$ cat config.mk
export PLATFORM = sky130hd
export DESIGN_NAME = pppe_engine
export DESIGN_NICKNAME = d
export VERILOG_FILES = /design/src/pppe_pkg.sv /design/src/pppe_engine.sv
export SDC_FILE = /design/constraint.sdc
export NUM_CORES = 2
export LEC_CHECK = 0
export ABC_AREA = 1
export BUFFER_PORTS_ARGS = -buffer_cell sky130_fd_sc_hd__buf_4
export CORE_MARGIN = 5
export CORE_UTILIZATION = 40
export CTS_CLUSTER_DIAMETER = 50
export DETAILED_ROUTE_END_ITERATION = 16
export GPL_TIMING_DRIVEN = 1
export MAX_ROUTING_LAYER = met4
export PLACE_DENSITY_LB_ADDON = 0.2
export SYNTH_ARGS = -nofsm -noshare
export SYNTH_HDL_FRONTEND = slang
export SYNTH_SLANG_ARGS = --single-unit
$ cat constraint.sdc
create_clock -name mclk -period 19.7 [get_ports mclk]
set_clock_uncertainty 0.1 [all_clocks]
set_input_delay 0.985 -clock mclk [delete_from_list [all_inputs] [get_ports mclk]]
set_output_delay 0.985 -clock mclk [all_outputs]
set_load 0.05 [all_outputs]
$ cat src/pppe_pkg.sv
package pppe_pkg;

  // ----------------------------------------------------------------
  // register map (byte addresses)
  // ----------------------------------------------------------------
  localparam logic [7:0] REG_CTRL = 8'h00;
  localparam logic [7:0] REG_TXHDR = 8'h04;
  localparam logic [7:0] REG_ADDR = 8'h08;
  localparam logic [7:0] REG_GROUP = 8'h0C;
  localparam logic [7:0] REG_PHYLO = 8'h10;
  localparam logic [7:0] REG_PHYHI = 8'h14;
  localparam logic [7:0] REG_TXDST = 8'h18;
  localparam logic [7:0] REG_STATUS = 8'h1C;
  localparam logic [7:0] REG_RXHDR = 8'h20;
  localparam logic [7:0] REG_RXSRC = 8'h24;
  localparam logic [7:0] REG_TXDATA = 8'h28;
  localparam logic [7:0] REG_RXDATA = 8'h2C;
  localparam logic [7:0] REG_TXDSTHI = 8'h30;

  // ----------------------------------------------------------------
  // ctrl fields
  // ----------------------------------------------------------------
  localparam int CTRL_GO = 0;
  localparam int CTRL_EXTADDR = 1;
  localparam int CTRL_LOCK = 2;
  localparam int CTRL_TXEN = 3;
  localparam int CTRL_RETRY_LSB = 4;
  localparam logic [31:0] CTRL_RESET = 32'h0000_0008;

  // ----------------------------------------------------------------
  // status fields (bits 0 to 7 write one to clear, busy bit 8 read only)
  // ----------------------------------------------------------------
  localparam int ST_RXNEW = 0;
  localparam int ST_TXDONE = 1;
  localparam int ST_NOACK = 2;
  localparam int ST_NORESP = 3;
  localparam int ST_RESPOK = 4;
  localparam int ST_CFGCHG = 5;
  localparam int ST_HDRERR = 6;
  localparam int ST_CRCERR = 7;
  localparam int ST_BUSY = 8;

  // ----------------------------------------------------------------
  // packet constants
  // ----------------------------------------------------------------
  localparam logic [7:0] PREAMBLE = 8'hAB;
  localparam logic [1:0] DA_LOGICAL = 2'h0;
  localparam logic [1:0] DA_GROUP = 2'h1;
  localparam logic [1:0] DA_PHYSICAL = 2'h2;
  localparam logic SA_LOGICAL = 1'h0;
  localparam logic SA_PHYSICAL = 1'h1;
  localparam logic [7:0] BROADCAST_GROUP = 8'h00;
  localparam int HDR_MIN = 6;
  localparam int HDR_MAX = 20;
  localparam int PAY_MAX = 31;
  localparam logic [3:0] HCRC_POLY = 4'h3;
  localparam logic [3:0] HCRC_INIT = 4'h0;
  localparam logic [7:0] PCRC_POLY = 8'h07;
  localparam logic [7:0] PCRC_INIT = 8'h00;
  localparam logic [7:0] CMD_SEND_DATA = 8'h09;
  localparam logic [7:0] CMD_REQ_DATA = 8'h0A;
  localparam logic [7:0] CMD_RESP_DATA = 8'h0B;
  localparam logic [7:0] CMD_SET_TXEN = 8'h01;
  localparam logic [7:0] CMD_SET_EXT = 8'h03;
  localparam logic [7:0] CMD_SET_LADDR = 8'h04;
  localparam logic [7:0] RESP_OK = 8'h00;
  localparam logic [7:0] RESP_DENIED = 8'h01;

  // ----------------------------------------------------------------
  // timing
  // ----------------------------------------------------------------
  localparam int CLK_MHZ = 250;
  localparam int ACK_WAIT_MS = 500;
  localparam int RESP_WAIT_US = 1500000;
  localparam int ACK_CYCLES = ACK_WAIT_MS * 1000 * CLK_MHZ;
  localparam int RESP_CYCLES = 375000000;

  // ----------------------------------------------------------------
  // types
  // ----------------------------------------------------------------
  typedef struct packed {
    logic valid;
    logic [7:0] data;
    logic last;
  } pppe_byte_t;

  typedef enum logic [1:0] {SVC_UNACK, SVC_ACK, SVC_R2, SVC_R3} pppe_svc_t;

endpackage

$ cat src/pppe_engine.sv
// The APB register port and the register addresses are this design's own decisions.
`timescale 1ns/100ps
// Notes on behaviour
// RL1 - header six bytes, twenty with physical
// RL2 - reserved header bits sent as zero
// RL3 - source kind zero logical, one physical
// RL4 - dest kind logical, group, physical only
// RL5 - service bit zero unacked, one acked
// RL6 - reply marker set on acks/responses
// RL7 - four-bit sequence tag in header
// RL8 - header CRC, abandon on mismatch
// RL9 - payload zero to thirty-one bytes
// RL10 - final byte packet CRC over all
// RL11 - new packet advances sequence tag
// RL12 - acked retry keeps same tag
// RL13 - unacked sent retry plus one times
// RL14 - duplicates hidden from host, still acked; code still sets CFGCHG and reapplies duplicate control commands
// RL15 - 8/16-bit logical, fixed 64-bit physical
// RL16 - one of 256 single groups
// RL17 - eight multiple groups, combinable
// RL18 - group zero is broadcast
// RL19 - group addressing forces unacknowledged
// RL20 - control commands auto processed, answered
// RL21 - data commands acked, 500ms ack wait
// RL22 - data request waits 1.5s response
// RL23 - preamble byte before each packet
// RL24 - config answer success or denied
// RL25 - fixed CRC polynomials and seeds
module pppe_engine
  import pppe_pkg::*;
#(
  parameter logic [63:0] PHYS_ADDR = 64'h0123_4567_89AB_CDEF,
  parameter int ACK_WAIT = ACK_CYCLES,
  parameter int RESP_WAIT = RESP_CYCLES
) (
  // clock and reset
  input wire logic mclk,
  input wire logic resetn,
  // apb slave
  input wire logic psel,
  input wire logic penable,
  input wire logic pwrite,
  input wire logic [7:0] paddr,
  input wire logic [31:0] pwdata,
  output logic [31:0] prdata,
  output logic pready,
  output logic pslverr,
  // line byte stream out
  output pppe_byte_t txByte,
  input wire logic txReady,
  // line byte stream in
  input wire pppe_byte_t rxByte
);

  // ----------------------------------------------------------------
  // registers
  // ----------------------------------------------------------------
  logic [31:0] ctrl;
  logic [31:0] txHdr;
  logic [15:0] logAddr;
  logic [15:0] groupCfg;
  logic [63:0] txDst;
  logic [8:0] status;
  logic [31:0] rxHdr;
  logic [63:0] rxSrc;
  logic [7:0] txMem [0:PAY_MAX-1];
  logic [7:0] rxMem [0:PAY_MAX-1];
  logic [4:0] txWr;
  logic [4:0] rxRd;
  logic [3:0] seqTag;
  logic [3:0] retryLeft;
  logic [31:0] waitCnt;
  logic waitAck;
  logic waitResp;
  logic [3:0] lastSeq;
  logic [7:0] lastCrc;
  logic [63:0] lastSrc;
  logic hasLast;

  wire logic wrEn = psel && penable && pwrite;
  wire logic rdEn = psel && penable && !pwrite;
  logic hit;
  logic [8:0] setBits;

  // txHdr: [7:0] cmd [12:8] len [14:13] dakind [15] sakind [16] svc
  wire logic [7:0] txCmd = txHdr[7:0];
  wire logic [4:0] txLen = txHdr[12:8];
  wire logic [1:0] txDaKind = txHdr[14:13];
  wire logic txSaKind = txHdr[15];
  // group use forces unacked
  // RL19 force unacked
  wire logic txSvc = txHdr[16] && (txDaKind != DA_GROUP);
  wire logic extAddr = ctrl[CTRL_EXTADDR];

  // ----------------------------------------------------------------
  // crc helpers
  // ----------------------------------------------------------------
  // RL25 fixed polynomials
  function automatic logic [7:0] crc8(input logic [7:0] c, input logic [7:0] d);
    logic [7:0] r;
    r = c ^ d;
    for (int i = 0; i < 8; i++) begin
      r = r[7] ? ((r << 1) ^ PCRC_POLY) : (r << 1);
    end
    return r;
  endfunction

  function automatic logic [3:0] crc4(input logic [3:0] c, input logic [7:0] d);
    logic [3:0] r;
    r = c;
    for (int i = 7; i >= 0; i--) begin
      r = (r[3] ^ d[i]) ? ((r << 1) ^ HCRC_POLY) : (r << 1);
    end
    return r;
  endfunction

  // ----------------------------------------------------------------
  // apb
  // ----------------------------------------------------------------
  assign pready = 1'b1;

  always_comb begin
    hit = 1'b1;
    prdata = 32'h0000_0000;
    if (paddr == REG_CTRL) begin
      prdata = ctrl;
    end else if (paddr == REG_TXHDR) begin
      prdata = txHdr;
    end else if (paddr == REG_ADDR) begin
      prdata = {16'h0000, logAddr};
    end else if (paddr == REG_GROUP) begin
      prdata = {16'h0000, groupCfg};
    end else if (paddr == REG_PHYLO) begin
      prdata = PHYS_ADDR[31:0];
    end else if (paddr == REG_PHYHI) begin
      prdata = PHYS_ADDR[63:32];
    end else if (paddr == REG_TXDST) begin
      prdata = txDst[31:0];
    end else if (paddr == REG_TXDSTHI) begin
      prdata = txDst[63:32];
    end else if (paddr == REG_STATUS) begin
      prdata = {23'h000000, status};
    end else if (paddr == REG_RXHDR) begin
      prdata = rxHdr;
    end else if (paddr == REG_RXSRC) begin
      prdata = rxSrc[31:0];
    end else if (paddr == REG_TXDATA) begin
      prdata = {27'h0000000, txWr};
    end else if (paddr == REG_RXDATA) begin
      prdata = {24'h000000, rxMem[rxRd]};
    end else begin
      hit = 1'b0;
    end
  end
  assign pslverr = psel && penable && !hit;

  // ----------------------------------------------------------------
  // transmit state machine
  // ----------------------------------------------------------------
  typedef enum {TX_IDLE, TX_PRE, TX_HDR, TX_PAY, TX_CRC, TX_GAP} pppe_tx_state_t;
  pppe_tx_state_t txState;
  logic [4:0] idx;
  logic [7:0] hdrBuf [0:HDR_MAX-1];
  logic [4:0] hdrLen;
  logic [7:0] pcrc;
  logic txIsReply;
  logic [7:0] replyCmd;
  logic [7:0] replyData;
  logic replyPend;
  logic [63:0] replyDst;
  logic replyPhys;
  logic txStart;
  logic [3:0] hc;
  logic [7:0] b0;
  logic [4:0] dLen;
  logic [4:0] sLen;

  // header assembly
  always_comb begin
    for (int i = 0; i < HDR_MAX; i++) begin
      hdrBuf[i] = 8'h00;
    end
    // RL3 RL4 RL5 RL6 RL2 byte zero
    b0 = {txIsReply ? replyPhys : txSaKind,
          txIsReply ? (replyPhys ? DA_PHYSICAL : DA_LOGICAL) :
            ((txDaKind == 2'h3) ? DA_LOGICAL : txDaKind),
          txIsReply ? 1'b0 : txSvc, 2'b00, txIsReply, 1'b0};
    hdrBuf[0] = b0;
    // RL1 address lengths
    dLen = b0[6:5] == DA_PHYSICAL ? 5'd8 : (extAddr && b0[6:5] == DA_LOGICAL ? 5'd2 : 5'd1);
    sLen = b0[7] ? 5'd8 : (extAddr ? 5'd2 : 5'd1);
    for (int i = 0; i < 8; i++) begin
      if (i < dLen) begin
        hdrBuf[1 + i] = txIsReply ? replyDst[8*i +: 8] : txDst[8*i +: 8];
      end
      if (i < sLen) begin
        hdrBuf[5'(1 + i) + dLen] = b0[7] ? PHYS_ADDR[8*i +: 8] : (i == 0 ? logAddr[7:0] : logAddr[15:8]);
      end
    end
    hdrLen = dLen + sLen + 5'd4;
    hdrBuf[hdrLen - 5'd3] = txIsReply ? replyCmd : txCmd;
    // RL9 RL2 length byte
    hdrBuf[hdrLen - 5'd2] = {3'b000, txIsReply ? 5'd1 : txLen};
    hc = HCRC_INIT;
    for (int i = 0; i < HDR_MAX - 1; i++) begin
      if (i < hdrLen - 1) begin
        hc = crc4(hc, hdrBuf[i]);
      end
    end
    // RL7 RL8 tag and header crc
    hdrBuf[hdrLen - 5'd1] = {seqTag, crc4(hc, {seqTag, 4'h0})};
  end

  assign txStart = txState == TX_IDLE && (replyPend || (ctrl[CTRL_GO] && ctrl[CTRL_TXEN]));

  always_ff @(posedge mclk or negedge resetn) begin
    if (!resetn) begin
      txState <= TX_IDLE;
      idx <= 5'd0;
      pcrc <= PCRC_INIT;
      txByte <= '0;
      txIsReply <= 1'b0;
    end else begin
      if (txReady || !txByte.valid) begin
        txByte <= '0;
        case (txState)
          TX_IDLE: begin
            if (txStart) begin
              txIsReply <= replyPend;
              txState <= TX_PRE;
            end
          end
          TX_PRE: begin
            // RL23 preamble
            txByte <= '{valid: 1'b1, data: PREAMBLE, last: 1'b0};
            idx <= 5'd0;
            pcrc <= PCRC_INIT;
            txState <= TX_HDR;
          end
          TX_HDR: begin
            txByte <= '{valid: 1'b1, data: hdrBuf[idx], last: 1'b0};
            pcrc <= crc8(pcrc, hdrBuf[idx]);
            idx <= idx + 5'd1;
            if (idx == hdrLen - 5'd1) begin
              idx <= 5'd0;
              txState <= (txIsReply ? 5'd1 : txLen) == 5'd0 ? TX_CRC : TX_PAY;
            end
          end
          TX_PAY: begin
            txByte <= '{valid: 1'b1, data: txIsReply ? replyData : txMem[idx], last: 1'b0};
            pcrc <= crc8(pcrc, txIsReply ? replyData : txMem[idx]);
            idx <= idx + 5'd1;
            if (txIsReply || idx == txLen - 5'd1) begin
              txState <= TX_CRC;
            end
          end
          TX_CRC: begin
            // RL10 trailing crc
            txByte <= '{valid: 1'b1, data: pcrc, last: 1'b1};
            txState <= TX_GAP;
          end
          default: begin
            txState <= TX_IDLE;
          end
        endcase
      end
    end
  end
  wire logic txEnd = txState == TX_GAP && (txReady || !txByte.valid);

  // ----------------------------------------------------------------
  // receive parser
  // ----------------------------------------------------------------
  logic [4:0] rIdx;
  logic [7:0] rB0;
  logic [4:0] rDLen;
  logic [4:0] rSLen;
  logic [4:0] rLen;
  logic [3:0] rHc;
  logic [7:0] rPc;
  logic [63:0] rDst;
  logic [63:0] rSrcW;
  logic [7:0] rCmd;
  logic [3:0] rSeq;
  logic rAbort;
  logic [4:0] rPay;
  logic rInPay;
  logic [7:0] rFirst;
  wire logic [4:0] rHdrLen = rDLen + rSLen + 5'd4;

  always_ff @(posedge mclk or negedge resetn) begin
    if (!resetn) begin
      rIdx <= 5'd0;
      rB0 <= 8'h00;
      rDLen <= 5'd1;
      rSLen <= 5'd1;
      rLen <= 5'd0;
      rHc <= HCRC_INIT;
      rPc <= PCRC_INIT;
      rDst <= '0;
      rSrcW <= '0;
      rCmd <= 8'h00;
      rSeq <= 4'h0;
      rAbort <= 1'b0;
      rPay <= 5'd0;
      rInPay <= 1'b0;
      rFirst <= 8'h00;
    end else if (rxByte.valid) begin
      rPc <= crc8(rPc, rxByte.data);
      if (rxByte.last) begin
        rIdx <= 5'd0;
        rInPay <= 1'b0;
        rAbort <= 1'b0;
        rHc <= HCRC_INIT;
        rPc <= PCRC_INIT;
        rPay <= 5'd0;
      end else if (!rInPay) begin
        rIdx <= rIdx + 5'd1;
        if (rIdx == 5'd0) begin
          rB0 <= rxByte.data;
          rDLen <= rxByte.data[6:5] == DA_PHYSICAL ? 5'd8 : (extAddr && rxByte.data[6:5] != DA_GROUP ? 5'd2 : 5'd1);
          rSLen <= rxByte.data[7] ? 5'd8 : (extAddr ? 5'd2 : 5'd1);
          rDst <= '0;
          rSrcW <= '0;
        end else if (rIdx <= rDLen) begin
          rDst[8*(rIdx-5'd1) +: 8] <= rxByte.data;
        end else if (rIdx <= rDLen + rSLen) begin
          rSrcW[8*(rIdx-5'd1-rDLen) +: 8] <= rxByte.data;
        end else if (rIdx == rHdrLen - 5'd3) begin
          rCmd <= rxByte.data;
        end else if (rIdx == rHdrLen - 5'd2) begin
          rLen <= rxByte.data[4:0];
        end
        if (rIdx < rHdrLen - 5'd1) begin
          rHc <= crc4(rHc, rxByte.data);
        end else begin
          rSeq <= rxByte.data[7:4];
          // RL8 abandon on header mismatch
          rAbort <= crc4(rHc, {rxByte.data[7:4], 4'h0}) != rxByte.data[3:0];
          rInPay <= 1'b1;
        end
      end else if (rPay < rLen) begin
        if (rPay == 5'd0) begin
          rFirst <= rxByte.data;
        end
        rPay <= rPay + 5'd1;
      end
    end
  end

  // payload store written as bytes arrive, for every frame whether good or not
  logic rxFrameEnd;
  assign rxFrameEnd = rxByte.valid && rxByte.last;
  wire logic crcOk = rPc == rxByte.data;
  // RL15 RL16 RL17 RL18 address match
  logic groupHit;
  always_comb begin
    groupHit = rDst[7:0] == BROADCAST_GROUP || rDst[7:0] == groupCfg[7:0];
    for (int i = 0; i < 8; i++) begin
      if (groupCfg[8 + i] && rDst[7:0] == 8'(i + 1)) begin
        groupHit = 1'b1;
      end
    end
  end
  wire logic [1:0] rDa = rB0[6:5];
  wire logic addrHit = rDa == DA_GROUP ? groupHit :
    rDa == DA_PHYSICAL ? rDst == PHYS_ADDR :
    rDa == DA_LOGICAL ? rDst[15:0] == (extAddr ? logAddr : {8'h00, logAddr[7:0]}) : 1'b0;
  wire logic good = rxFrameEnd && !rAbort && crcOk && addrHit && rInPay;
  // RL14 duplicate test
  wire logic dup = hasLast && lastSeq == rSeq && lastCrc == rxByte.data && lastSrc == rSrcW;
  wire logic isReply = rB0[1];
  wire logic isCtrl = (rCmd >= 8'h01 && rCmd <= 8'h08) || (rCmd >= 8'h0C && rCmd <= 8'h0F);
  wire logic isData = rCmd == CMD_SEND_DATA || rCmd == CMD_REQ_DATA;

  always_ff @(posedge mclk) begin
    if (rxByte.valid && rInPay && !rxByte.last && rPay < rLen) begin
      rxMem[rPay] <= rxByte.data;
    end
    if (wrEn && paddr == REG_TXDATA) begin
      txMem[txWr] <= pwdata[7:0];
    end
  end

  // ----------------------------------------------------------------
  // control, sequencing, replies, timers
  // ----------------------------------------------------------------
  always_comb begin
    setBits = '0;
    setBits[ST_HDRERR] = rxFrameEnd && rAbort;
    setBits[ST_CRCERR] = rxFrameEnd && !rAbort && !crcOk;
    setBits[ST_RXNEW] = good && !isReply && !dup && isData;
    setBits[ST_CFGCHG] = good && !isReply && isCtrl && !ctrl[CTRL_LOCK];
    setBits[ST_RESPOK] = (good && waitResp && rCmd == CMD_RESP_DATA) || (good && waitAck && isReply);
    setBits[ST_NOACK] = waitAck && waitCnt == 32'd1 && retryLeft == 4'h0;
    setBits[ST_NORESP] = waitResp && waitCnt == 32'd1;
    setBits[ST_TXDONE] = txEnd && !txIsReply && retryLeft == 4'h0 && !txSvc;
  end

  always_ff @(posedge mclk or negedge resetn) begin
    if (!resetn) begin
      ctrl <= CTRL_RESET;
      txHdr <= '0;
      logAddr <= '0;
      groupCfg <= '0;
      txDst <= '0;
      status <= '0;
      rxHdr <= '0;
      rxSrc <= '0;
      txWr <= 5'd0;
      rxRd <= 5'd0;
      seqTag <= 4'h0;
      retryLeft <= 4'h0;
      waitCnt <= '0;
      waitAck <= 1'b0;
      waitResp <= 1'b0;
      lastSeq <= 4'h0;
      lastCrc <= 8'h00;
      lastSrc <= '0;
      hasLast <= 1'b0;
      replyPend <= 1'b0;
      replyCmd <= 8'h00;
      replyData <= 8'h00;
      replyDst <= '0;
      replyPhys <= 1'b0;
    end else begin
      if (wrEn) begin
        if (paddr == REG_CTRL) begin
          ctrl <= pwdata;
          retryLeft <= pwdata[CTRL_RETRY_LSB +: 4];
        end else if (paddr == REG_TXHDR) begin
          txHdr <= pwdata;
        end else if (paddr == REG_ADDR) begin
          logAddr <= pwdata[15:0];
        end else if (paddr == REG_GROUP) begin
          groupCfg <= pwdata[15:0];
        end else if (paddr == REG_TXDST) begin
          txDst[31:0] <= pwdata;
        end else if (paddr == REG_TXDSTHI) begin
          txDst[63:32] <= pwdata;
        end else if (paddr == REG_TXDATA) begin
          txWr <= txWr + 5'd1;
        end
      end
      if (rdEn && paddr == REG_RXDATA) begin
        rxRd <= rxRd + 5'd1;
      end
      // set wins over write-one clear
      status[7:0] <= (status[7:0] & ~((wrEn && paddr == REG_STATUS) ? pwdata[7:0] : 8'h00))
        | setBits[7:0];
      status[ST_BUSY] <= txState != TX_IDLE || ctrl[CTRL_GO] || waitAck || waitResp;
      if (txStart && !replyPend) begin
        ctrl[CTRL_GO] <= 1'b0;
        txWr <= 5'd0;
      end
      if (txEnd && txIsReply) begin
        replyPend <= 1'b0;
      end
      if (txEnd && !txIsReply) begin
        if (txSvc) begin
          waitAck <= 1'b1;
          waitCnt <= 32'(ACK_WAIT);
        end else if (retryLeft != 4'h0) begin
          // RL13 repeat same tag
          retryLeft <= retryLeft - 4'h1;
          ctrl[CTRL_GO] <= 1'b1;
        end else begin
          // RL11 advance tag
          seqTag <= seqTag + 4'h1;
          retryLeft <= ctrl[CTRL_RETRY_LSB +: 4];
          if (txCmd == CMD_REQ_DATA) begin
            waitResp <= 1'b1;
            waitCnt <= 32'(RESP_WAIT);
          end
        end
      end
      if (waitCnt != 32'd0 && (waitAck || waitResp)) begin
        waitCnt <= waitCnt - 32'd1;
      end
      // RL21 ack wait
      if (waitAck && (waitCnt == 32'd1 || (good && isReply))) begin
        waitAck <= 1'b0;
        if (good && isReply) begin
          seqTag <= seqTag + 4'h1;
          retryLeft <= ctrl[CTRL_RETRY_LSB +: 4];
          if (txCmd == CMD_REQ_DATA) begin
            waitResp <= 1'b1;
            waitCnt <= 32'(RESP_WAIT);
          end
        end else if (retryLeft != 4'h0) begin
          // RL12 acked retransmit
          retryLeft <= retryLeft - 4'h1;
          ctrl[CTRL_GO] <= 1'b1;
        end else begin
          seqTag <= seqTag + 4'h1;
        end
      end
      // RL22 response wait
      if (waitResp && (waitCnt == 32'd1 || (good && rCmd == CMD_RESP_DATA))) begin
        waitResp <= 1'b0;
      end
      if (good && !isReply) begin
        rxHdr <= {rSeq, rLen, 3'b000, rB0, rCmd, 4'h0};
        rxSrc <= rSrcW;
        if (!dup) begin
          rxRd <= 5'd0;
        end
        hasLast <= 1'b1;
        lastSeq <= rSeq;
        lastCrc <= rxByte.data;
        lastSrc <= rSrcW;
        replyDst <= rSrcW;
        replyPhys <= rB0[7];
        replyCmd <= rCmd;
        // RL14 RL21 ack data, dup too
        if (isData && rB0[4] && rDa != DA_GROUP) begin
          replyPend <= 1'b1;
          replyData <= RESP_OK;
        end
        // RL20 RL24 control answer
        if (isCtrl && rDa != DA_GROUP) begin
          replyPend <= 1'b1;
          replyData <= ctrl[CTRL_LOCK] ? RESP_DENIED : RESP_OK;
        end
        if (isCtrl && !ctrl[CTRL_LOCK]) begin
          if (rCmd == CMD_SET_TXEN) begin
            ctrl[CTRL_TXEN] <= rFirst[0];
          end else if (rCmd == CMD_SET_EXT) begin
            ctrl[CTRL_EXTADDR] <= rFirst[0];
          end else if (rCmd == CMD_SET_LADDR) begin
            logAddr <= {8'h00, rFirst};
          end
        end
      end
    end
  end

endmodule

======== After elaboration in Yosys (flattened, before gate mapping) ========
Memories as Yosys holds them, arrays and structs flattened.
Index checks and enable logic that the tools add are counted.
operators by class
  add/subtract/negate cells ............... 32
  multiply operators ...................... 0
  divide/modulo/power cells ............... 0
  $lt $le $gt $ge ......................... 66
  eq/ne operators ......................... 65
  shift operators ......................... 4
  mux-type cells .......................... 449
  bitwise logic cells ..................... 387
  reductions and logical operators ........ 144
operators by type and width
  operator                   count
  $bwmux W160                11
  $mux W160                  8
  $mux W32                   23
  $demux W8 S5               11
  $mux W2                    178
  $mux W8                    44
  $not A2 Y2                 170
  $mux W64                   5
  $lt A4 B32 Y1 const A      8
  $mux W4                    41
  $xor A1 B1 Y1              161
  $mux W16                   10
  $pmux W32 S5               1
  $bwmux W64                 2
  $lt A3 B32 Y1 const A      4
  $shift A8 B34 Y64 const A  2
  $shiftx A8 B34 Y64         2
  $mux W5                    20
  $lt A5 B32 Y1 const A      3
  $mux W3                    25
  $logic_and A1 B1 Y1        73
  $ge A6 B6 Y1 const B       12
  $not A3 Y3                 24
  $not A5 Y6                 12
  80 further kinds           297
word-level totals
  flip-flop bits (word level) ............. 592
  bits in latches ......................... 0
  bits in writable memories ............... 496
  bits in read-only memories .............. 0
  input port bits ......................... 56
  output and inout port bits .............. 44
  memories kept ........................... 2
memory list
  name   depth  bits a word  read ports  clocked after memory_dff  write ports  RTL line           source
  rxMem  31     8            1           0                         1            pppe_engine.sv:67  logic [7:0] rxMem [0:PAY_MAX-1];
  txMem  31     8            1           0                         1            pppe_engine.sv:66  logic [7:0] txMem [0:PAY_MAX-1];

======== Depth between registers and ports, before layout ========
  depth in word-level cells ............... 398
  depth in mapped cells ................... 221
  gate-level depth less buffers ........... 217

======== Worst setup path after synthesis ========
Ideal clock, no wire load.
  path kind ............................... reg2reg
  from .................................... register txIsReply
  to ...................................... register pcrc[2]
  library setup time ...................... 119 ps
  arrival time ............................ 17003 ps
  data required time ...................... 19481 ps
  setup slack ............................. 2479 ps
  cell stages (with the launch flop) ...... 197
  path buffers ............................ 7
  period minus slack after synthesis ...... 17221 ps
  cell sequence ........................... dfrtp_1 > buf_6 > buf_12 > nor3_2 > nor2_2 > buf_2 > nand2_1 > inv_1 > clkbuf_1 > ha_1 > inv_1 > fa_1 > fa_1 > inv_2 > nand2_1 > nand2_2 > nor2_4 > nand3_2 > [161 not listed] > nand2_2 > nand3_2 > nand2_4 > buf_8 > buf_8 > nand2_1 > nand3_1 > nand3_1 > nand3_1 > nand3_1 > o21ai_2 > nand2_1 > nand2_1 > nand3_1 > nand2_1 > nand2_1 > nand3_1 > a21oi_2
between the ends
  word-level cells in the longest chain between the ends .. 218
ends and longest elaborated chain
  what                                                                RTL line            source
  start: declaration                                                  pppe_engine.sv:166  logic txIsReply;
  start signal: assignment                                            pppe_engine.sv:229  txIsReply <= replyPend;
  $mux W2                                                             pppe_engine.sv:185  txIsReply ? (replyPhys ? DA_PHYSICAL : DA_LOGICAL) :
  $logic_not A2 Y1                                                    pppe_engine.sv:190  dLen = b0[6:5] == DA_PHYSICAL ? 5'd8 : (extAddr && b0[6:5] == DA_LOGICAL ? 5'd2 : 5'd1);
  $logic_and A1 B1 Y1                                                 pppe_engine.sv:190
  $mux W2                                                             pppe_engine.sv:190
  $mux W4                                                             pppe_engine.sv:190
  $add A1 B4 Y5                                                       pppe_engine.sv:197  hdrBuf[5'(1 + i) + dLen] = b0[7] ? PHYS_ADDR[8*i +: 8] : (i == 0 ? logAddr[7:0] : logAddr[15:8]);
  $not A5 Y6                                                          pppe_engine.sv:197
  $ge A6 B6 Y1 (implied by the code) or $lt A6 B1 Y1 (tied branches)  pppe_engine.sv:197
  [201 not listed]                                                    -
  $mux W8 (implied by the code) (2 in a row)                          pppe_engine.sv:242  pcrc <= crc8(pcrc, hdrBuf[idx]);
  $xor A8 B8 Y8                                                       pppe_engine.sv:101  r = c ^ d;
  $mux W3 or $not A3 Y3 (tied branches)                               -
  $not A3 Y3 (no line) or $mux W3 (tied branches)                     -
  $mux W3                                                             pppe_engine.sv:103  r = r[7] ? ((r << 1) ^ PCRC_POLY) : (r << 1);
  $not A3 Y3 (no line)                                                -
  $mux W3                                                             pppe_engine.sv:103
  $pmux W8 S3 *                                                       pppe_engine.sv:226  case (txState)
  end signal: assignment                                              pppe_engine.sv:242
  end signal: assignment                                              pppe_engine.sv:251  pcrc <= crc8(pcrc, txIsReply ? replyData : txMem[idx]);
  end: declaration                                                    pppe_engine.sv:165  logic [7:0] pcrc;
Mark *: on every way between the ends. The rest lies on a longest branch, timed or not. The select of a mux whose other input is x is not followed.
A chain may end at the register's enable or synchronous reset.

======== Worst setup path after layout ========
  from .................................... register txIsReply
  to ...................................... register txByte[3] (netlist name)
between the ends
  word-level cells in the longest chain between the ends .. 212
ends and longest elaborated chain
  what                                                                RTL line            source
  $mux W2                                                             pppe_engine.sv:185
  $logic_not A2 Y1                                                    pppe_engine.sv:190
  $logic_and A1 B1 Y1                                                 pppe_engine.sv:190
  $mux W2                                                             pppe_engine.sv:190
  $mux W4                                                             pppe_engine.sv:190
  $add A1 B4 Y5                                                       pppe_engine.sv:197
  $not A5 Y6                                                          pppe_engine.sv:197
  $ge A6 B6 Y1 (implied by the code) or $lt A6 B1 Y1 (tied branches)  pppe_engine.sv:197
  [194 not listed]                                                    -
  $not A2 Y2 (no line)                                                -
  $mux W2 (2 in a row)                                                pppe_engine.sv:112  r = (r[3] ^ d[i]) ? ((r << 1) ^ HCRC_POLY) : (r << 1);
  $not A2 Y2 (no line)                                                -
  $mux W2                                                             pppe_engine.sv:112
  $bwmux W160                                                         pppe_engine.sv:211  hdrBuf[hdrLen - 5'd1] = {seqTag, crc4(hc, {seqTag, 4'h0})};
  $bmux W8 S5                                                         pppe_engine.sv:241  txByte <= '{valid: 1'b1, data: hdrBuf[idx], last: 1'b0};
  $mux W8 (implied by the code) (2 in a row)                          pppe_engine.sv:241
  $pmux W10 S4 *                                                      pppe_engine.sv:226
  end signal: assignment                                              pppe_engine.sv:235  txByte <= '{valid: 1'b1, data: PREAMBLE, last: 1'b0};
  end signal: assignment                                              pppe_engine.sv:241
  end signal: assignment                                              pppe_engine.sv:250  txByte <= '{valid: 1'b1, data: txIsReply ? replyData : txMem[idx], last: 1'b0};
  end: declaration                                                    pppe_engine.sv:49   output pppe_byte_t txByte,
Marks and branches as above.

==> flow_metrics.py <==
metrics = {
    "place": {
        "hpwl_um": 198000,
        "dp.cells": 10800,
        "port_buffers": 98,
        "place.gp.congestion": 1.06,
    },
    "yosys": {
        "synth_cell_types": 79,
        "synth-seq-cells": 1034,
        "synth_nets": 8670,
        "synth_edf_count": 496,
        "yosys.area.top_type": "edfxtp_1",
        "ys_warn_count": 0,
        "yosysMostFrequentCell": "nand2_1",
        "yosysSeqAreaShare": 0.438,
        "synth_area_um2": 64700,
        "synth.area.top_cells": "edfxtp_1 23%, dfrtp_1 21%, nand2_1 12%",
        "synth_area_per_cell_um2": 7.59,
        "ys_top_cells_by_count": "2025 x nand2_1, 1017 x o21ai_0, 932 x nand3_1, 847 x inv_1, 754 x nor2_1",
        "netlist_instances": 8525,
        "netlist.area_leader.share": 0.230,
        "synth_flop_cell": "dfrtp_1",
        "async_reset_ff_frac": 0.520,
    },
    "routing": {
        "wirelength_um": 271000,
        "viasPerCell": 5.80,
        "drt_iter0_drc": 7085,
        "dr.pass1.iters": 6,
        "via_count": 64600,
        "drc": 0,
        "antenna_left": 0,
        "wl_per_cell_um": 24.3,
    },
    "job": {
        "drv_cap": 0,
    },
    "setup_path": {
        "worstPathRequired_ns": 20.25,
        "critPathSlowestCell": "fa_2",
        "critPathArrivalTime_ns": 20.79,
        "start_kind": "flip-flop",
        "critPathBufInv": 20,
        "cp_max_fo": 5,
        "crit_type": "reg2reg",
        "crit_top_cell": "nand2_2",
        "cp_top_family": "simple AND/OR/NAND/NOR gates",
        "critPathMaxStageDelay_ns": 0.58,
        "cp-end-kind": "flip-flop",
    },
    "cts": {
        "clockRootBuffer": "clkbuf_16",
        "cts_tree": "built",
        "insertion_delay_ns": 0.78,
        "clkSlewWorstSetupHoldPaths_ns": 0.06,
        "numCtsBuffers": 120,
        "cts_max_path_buffers": 3,
        "cts.sinks": 1034,
        "cts_max_level": 3,
        "cts_hold_buf": 0,
    },
    "min_path": {
        "hp-class": "in2async",
    },
    "sta": {
        "timing.final.ws_setup_ns": -0.539,
        "slew_headroom": 0.169,
        "fin_crit_sh": 1.03,
        "hold_viol_final": 0,
        "fmax_mhz": 49.4,
        "min_period_ns": 20.24,
        "setup_viol": 10,
        "worstMarginPinSlew_ns": 1.24,
        "rsz0062_at_grt": "yes",
        "maxSlewViolCount": 0,
    },
    "floorplan": {
        "fp.dieArea_um2": 170000,
        "core.rowCount": 147,
        "core_area_um2": 161000,
        "start_util": 0.402,
        "die_w_um": 412,
        "io_pins": 100,
        "fp.dieH_um": 412,
    },
    "final_layout": {
        "instances_no_fill": 11100,
        "drive_above_1_share": 0.207,
        "nets": 9010,
        "area_growth_pct": 21.2,
    },
    "global_route": {
        "grt_pass1_wl_um": 387000,
        "antenna_found_initial": 9,
        "grt_pass1_vias": 59400,
        "grt_usage": 0.311,
        "overflow": 0,
        "grt_start_max_net_pins": 149,
    },
    "run_status": {
        "violations": "setup timing",
        "status": "finished, violations left",
    },
}
==> routing by layer <==
metal / track usage / vias up / part of all wire
li1: - / 29700 / -
met1: 0.402 / 31100 / 0.41
met2: 0.483 / 3032 / 0.45
met3: 0.0498 / 789 / 0.080
met4: 0.142 / 0 / 0.059
met5: - / - / 0
==> area by class of cell <==
class	count	area, um2
Clock buffer	142	3150
Sequential cell	1034	28400
Antenna cell	5	12.5
Inverter	929	3530
Clock inverter	86	820
Multi-Input combinational cell	6240	35500
Timing Repair inverter	1	7.51
Timing Repair Buffer	539	4310
Fill cell	15800	82300
Tap cell	2160	2700
==> path summary, 6_finish.rpt <==
kind                                 from   endpoint  slack, ns  cells past startpoint
max in group asynchronous          resetn   rDst[37]      16.77                      3
worst max-delay path            txIsReply  txByte[3]      -0.54                    191
worst max register to register  txIsReply  txByte[3]      -0.54                    191
min in group mclk               rxByte[9]     rInPay       0.33                      2
worst min-delay path               resetn  txHdr[20]       0.21                      1
worst min register to register    hasLast    hasLast       0.36                      2
==> cells in the final DEF (no fill, tap or decap), drive strengths merged, types with 5 or more instances in the layout <==
| master | n |
|---|---|
| o311ai | 12 |
| o221ai | 45 |
| clkinv | 67 |
| nand2 | 2205 |
| a22oi | 10 |
| o31ai | 30 |
| dfrtp | 535 |
| o21a | 8 |
| edfxtp | 496 |
| nor2 | 773 |
| nor3 | 70 |
| xnor2 | 47 |
| nand4 | 84 |
| a211oi | 17 |
| a221oi | 17 |
| o41ai | 12 |
| a21oi | 238 |
| clkbuf | 143 |
| o22ai | 183 |
| nor4 | 35 |
| or4 | 11 |
| nand3 | 1015 |
| inv | 929 |
| buf | 538 |
| a2111oi | 10 |
| nand3b | 9 |
| a31oi | 22 |
| bufinv | 9 |
| o2111ai | 33 |
| o211ai | 83 |
| fa | 5 |
| a22o | 6 |
| diode | 5 |
| clkinvlp | 11 |
| or2 | 14 |
| ha | 84 |
| xor2 | 80 |
| o21ai | 1052 |
==> flip-flops by register name, indices dropped and copies added, names as in the netlist, 14 cells and up <==
name / count
groupCfg: 16
waitCnt: 32
replyDst: 64
rSrcW: 64
txMem: 248
logAddr: 16
rDst: 64
ctrl: 32
txDst: 64
txHdr: 32
rxHdr: 14
rxMem: 248
==> cell families after synthesis <==
logic type | count (synthesis) | synth area share
AND/OR/NAND/NOR | 4224 | 0.289
AO/OA/AOI/OAI | 1795 | 0.158
buffers and inverters | 1251 | 0.0782
flip-flops | 1034 | 0.438
XOR/XNOR | 127 | 0.0173
adder cells (fa/ha/maj) | 89 | 0.0178
multiplexers | 4 | 0.000638
other | 1 | 0.0000580
==> through the flow <==
step / setup slack (ns) / hold slack (ns) / instance area [um2] / setup TNS (ns) / utilization
3_3_place_gp: -0.527 / 0.337 / 69500 / -3.93 / 0.432
6_report: -0.539 / 0.205 / 78400 / -4.87 / 0.488
5_1_grt: -1.93 / 0.262 / 78400 / -18.86 / 0.488
3_5_place_dp: -0.805 / 0.347 / 69500 / -6.80 / 0.432
4_1_cts: -0.00450 / 0.174 / 74400 / -0.00450 / 0.463
2_1_floorplan: 2.48 / 0.322 / 64700 / 0 / -
==> repair_timing <==
item / CTS / global route
setup endpoints to repair: 10 / 10
pin swaps: 46 / 328
gates cloned: 2 / 1
gates resized for setup: 194 / 814
buffers inserted: 13 / 64
==> worst register-to-register path, delay by kind of cell, from the launching register on <==
| family | cells | cell delay, ns |
|---|---|---|
| adders and majority gates | 3 | 1.14 |
| AOI/OAI and AO/OA | 6 | 1.06 |
| and+or+nand+nor | 162 | 15.77 |
| DFF | 1 | 0.47 |
| buffers and inverters | 20 | 1.65 |
Power is left out: the tool's default activity adds up to more than one toggle a clock period on the data nets, which glitch-free logic cannot reach.
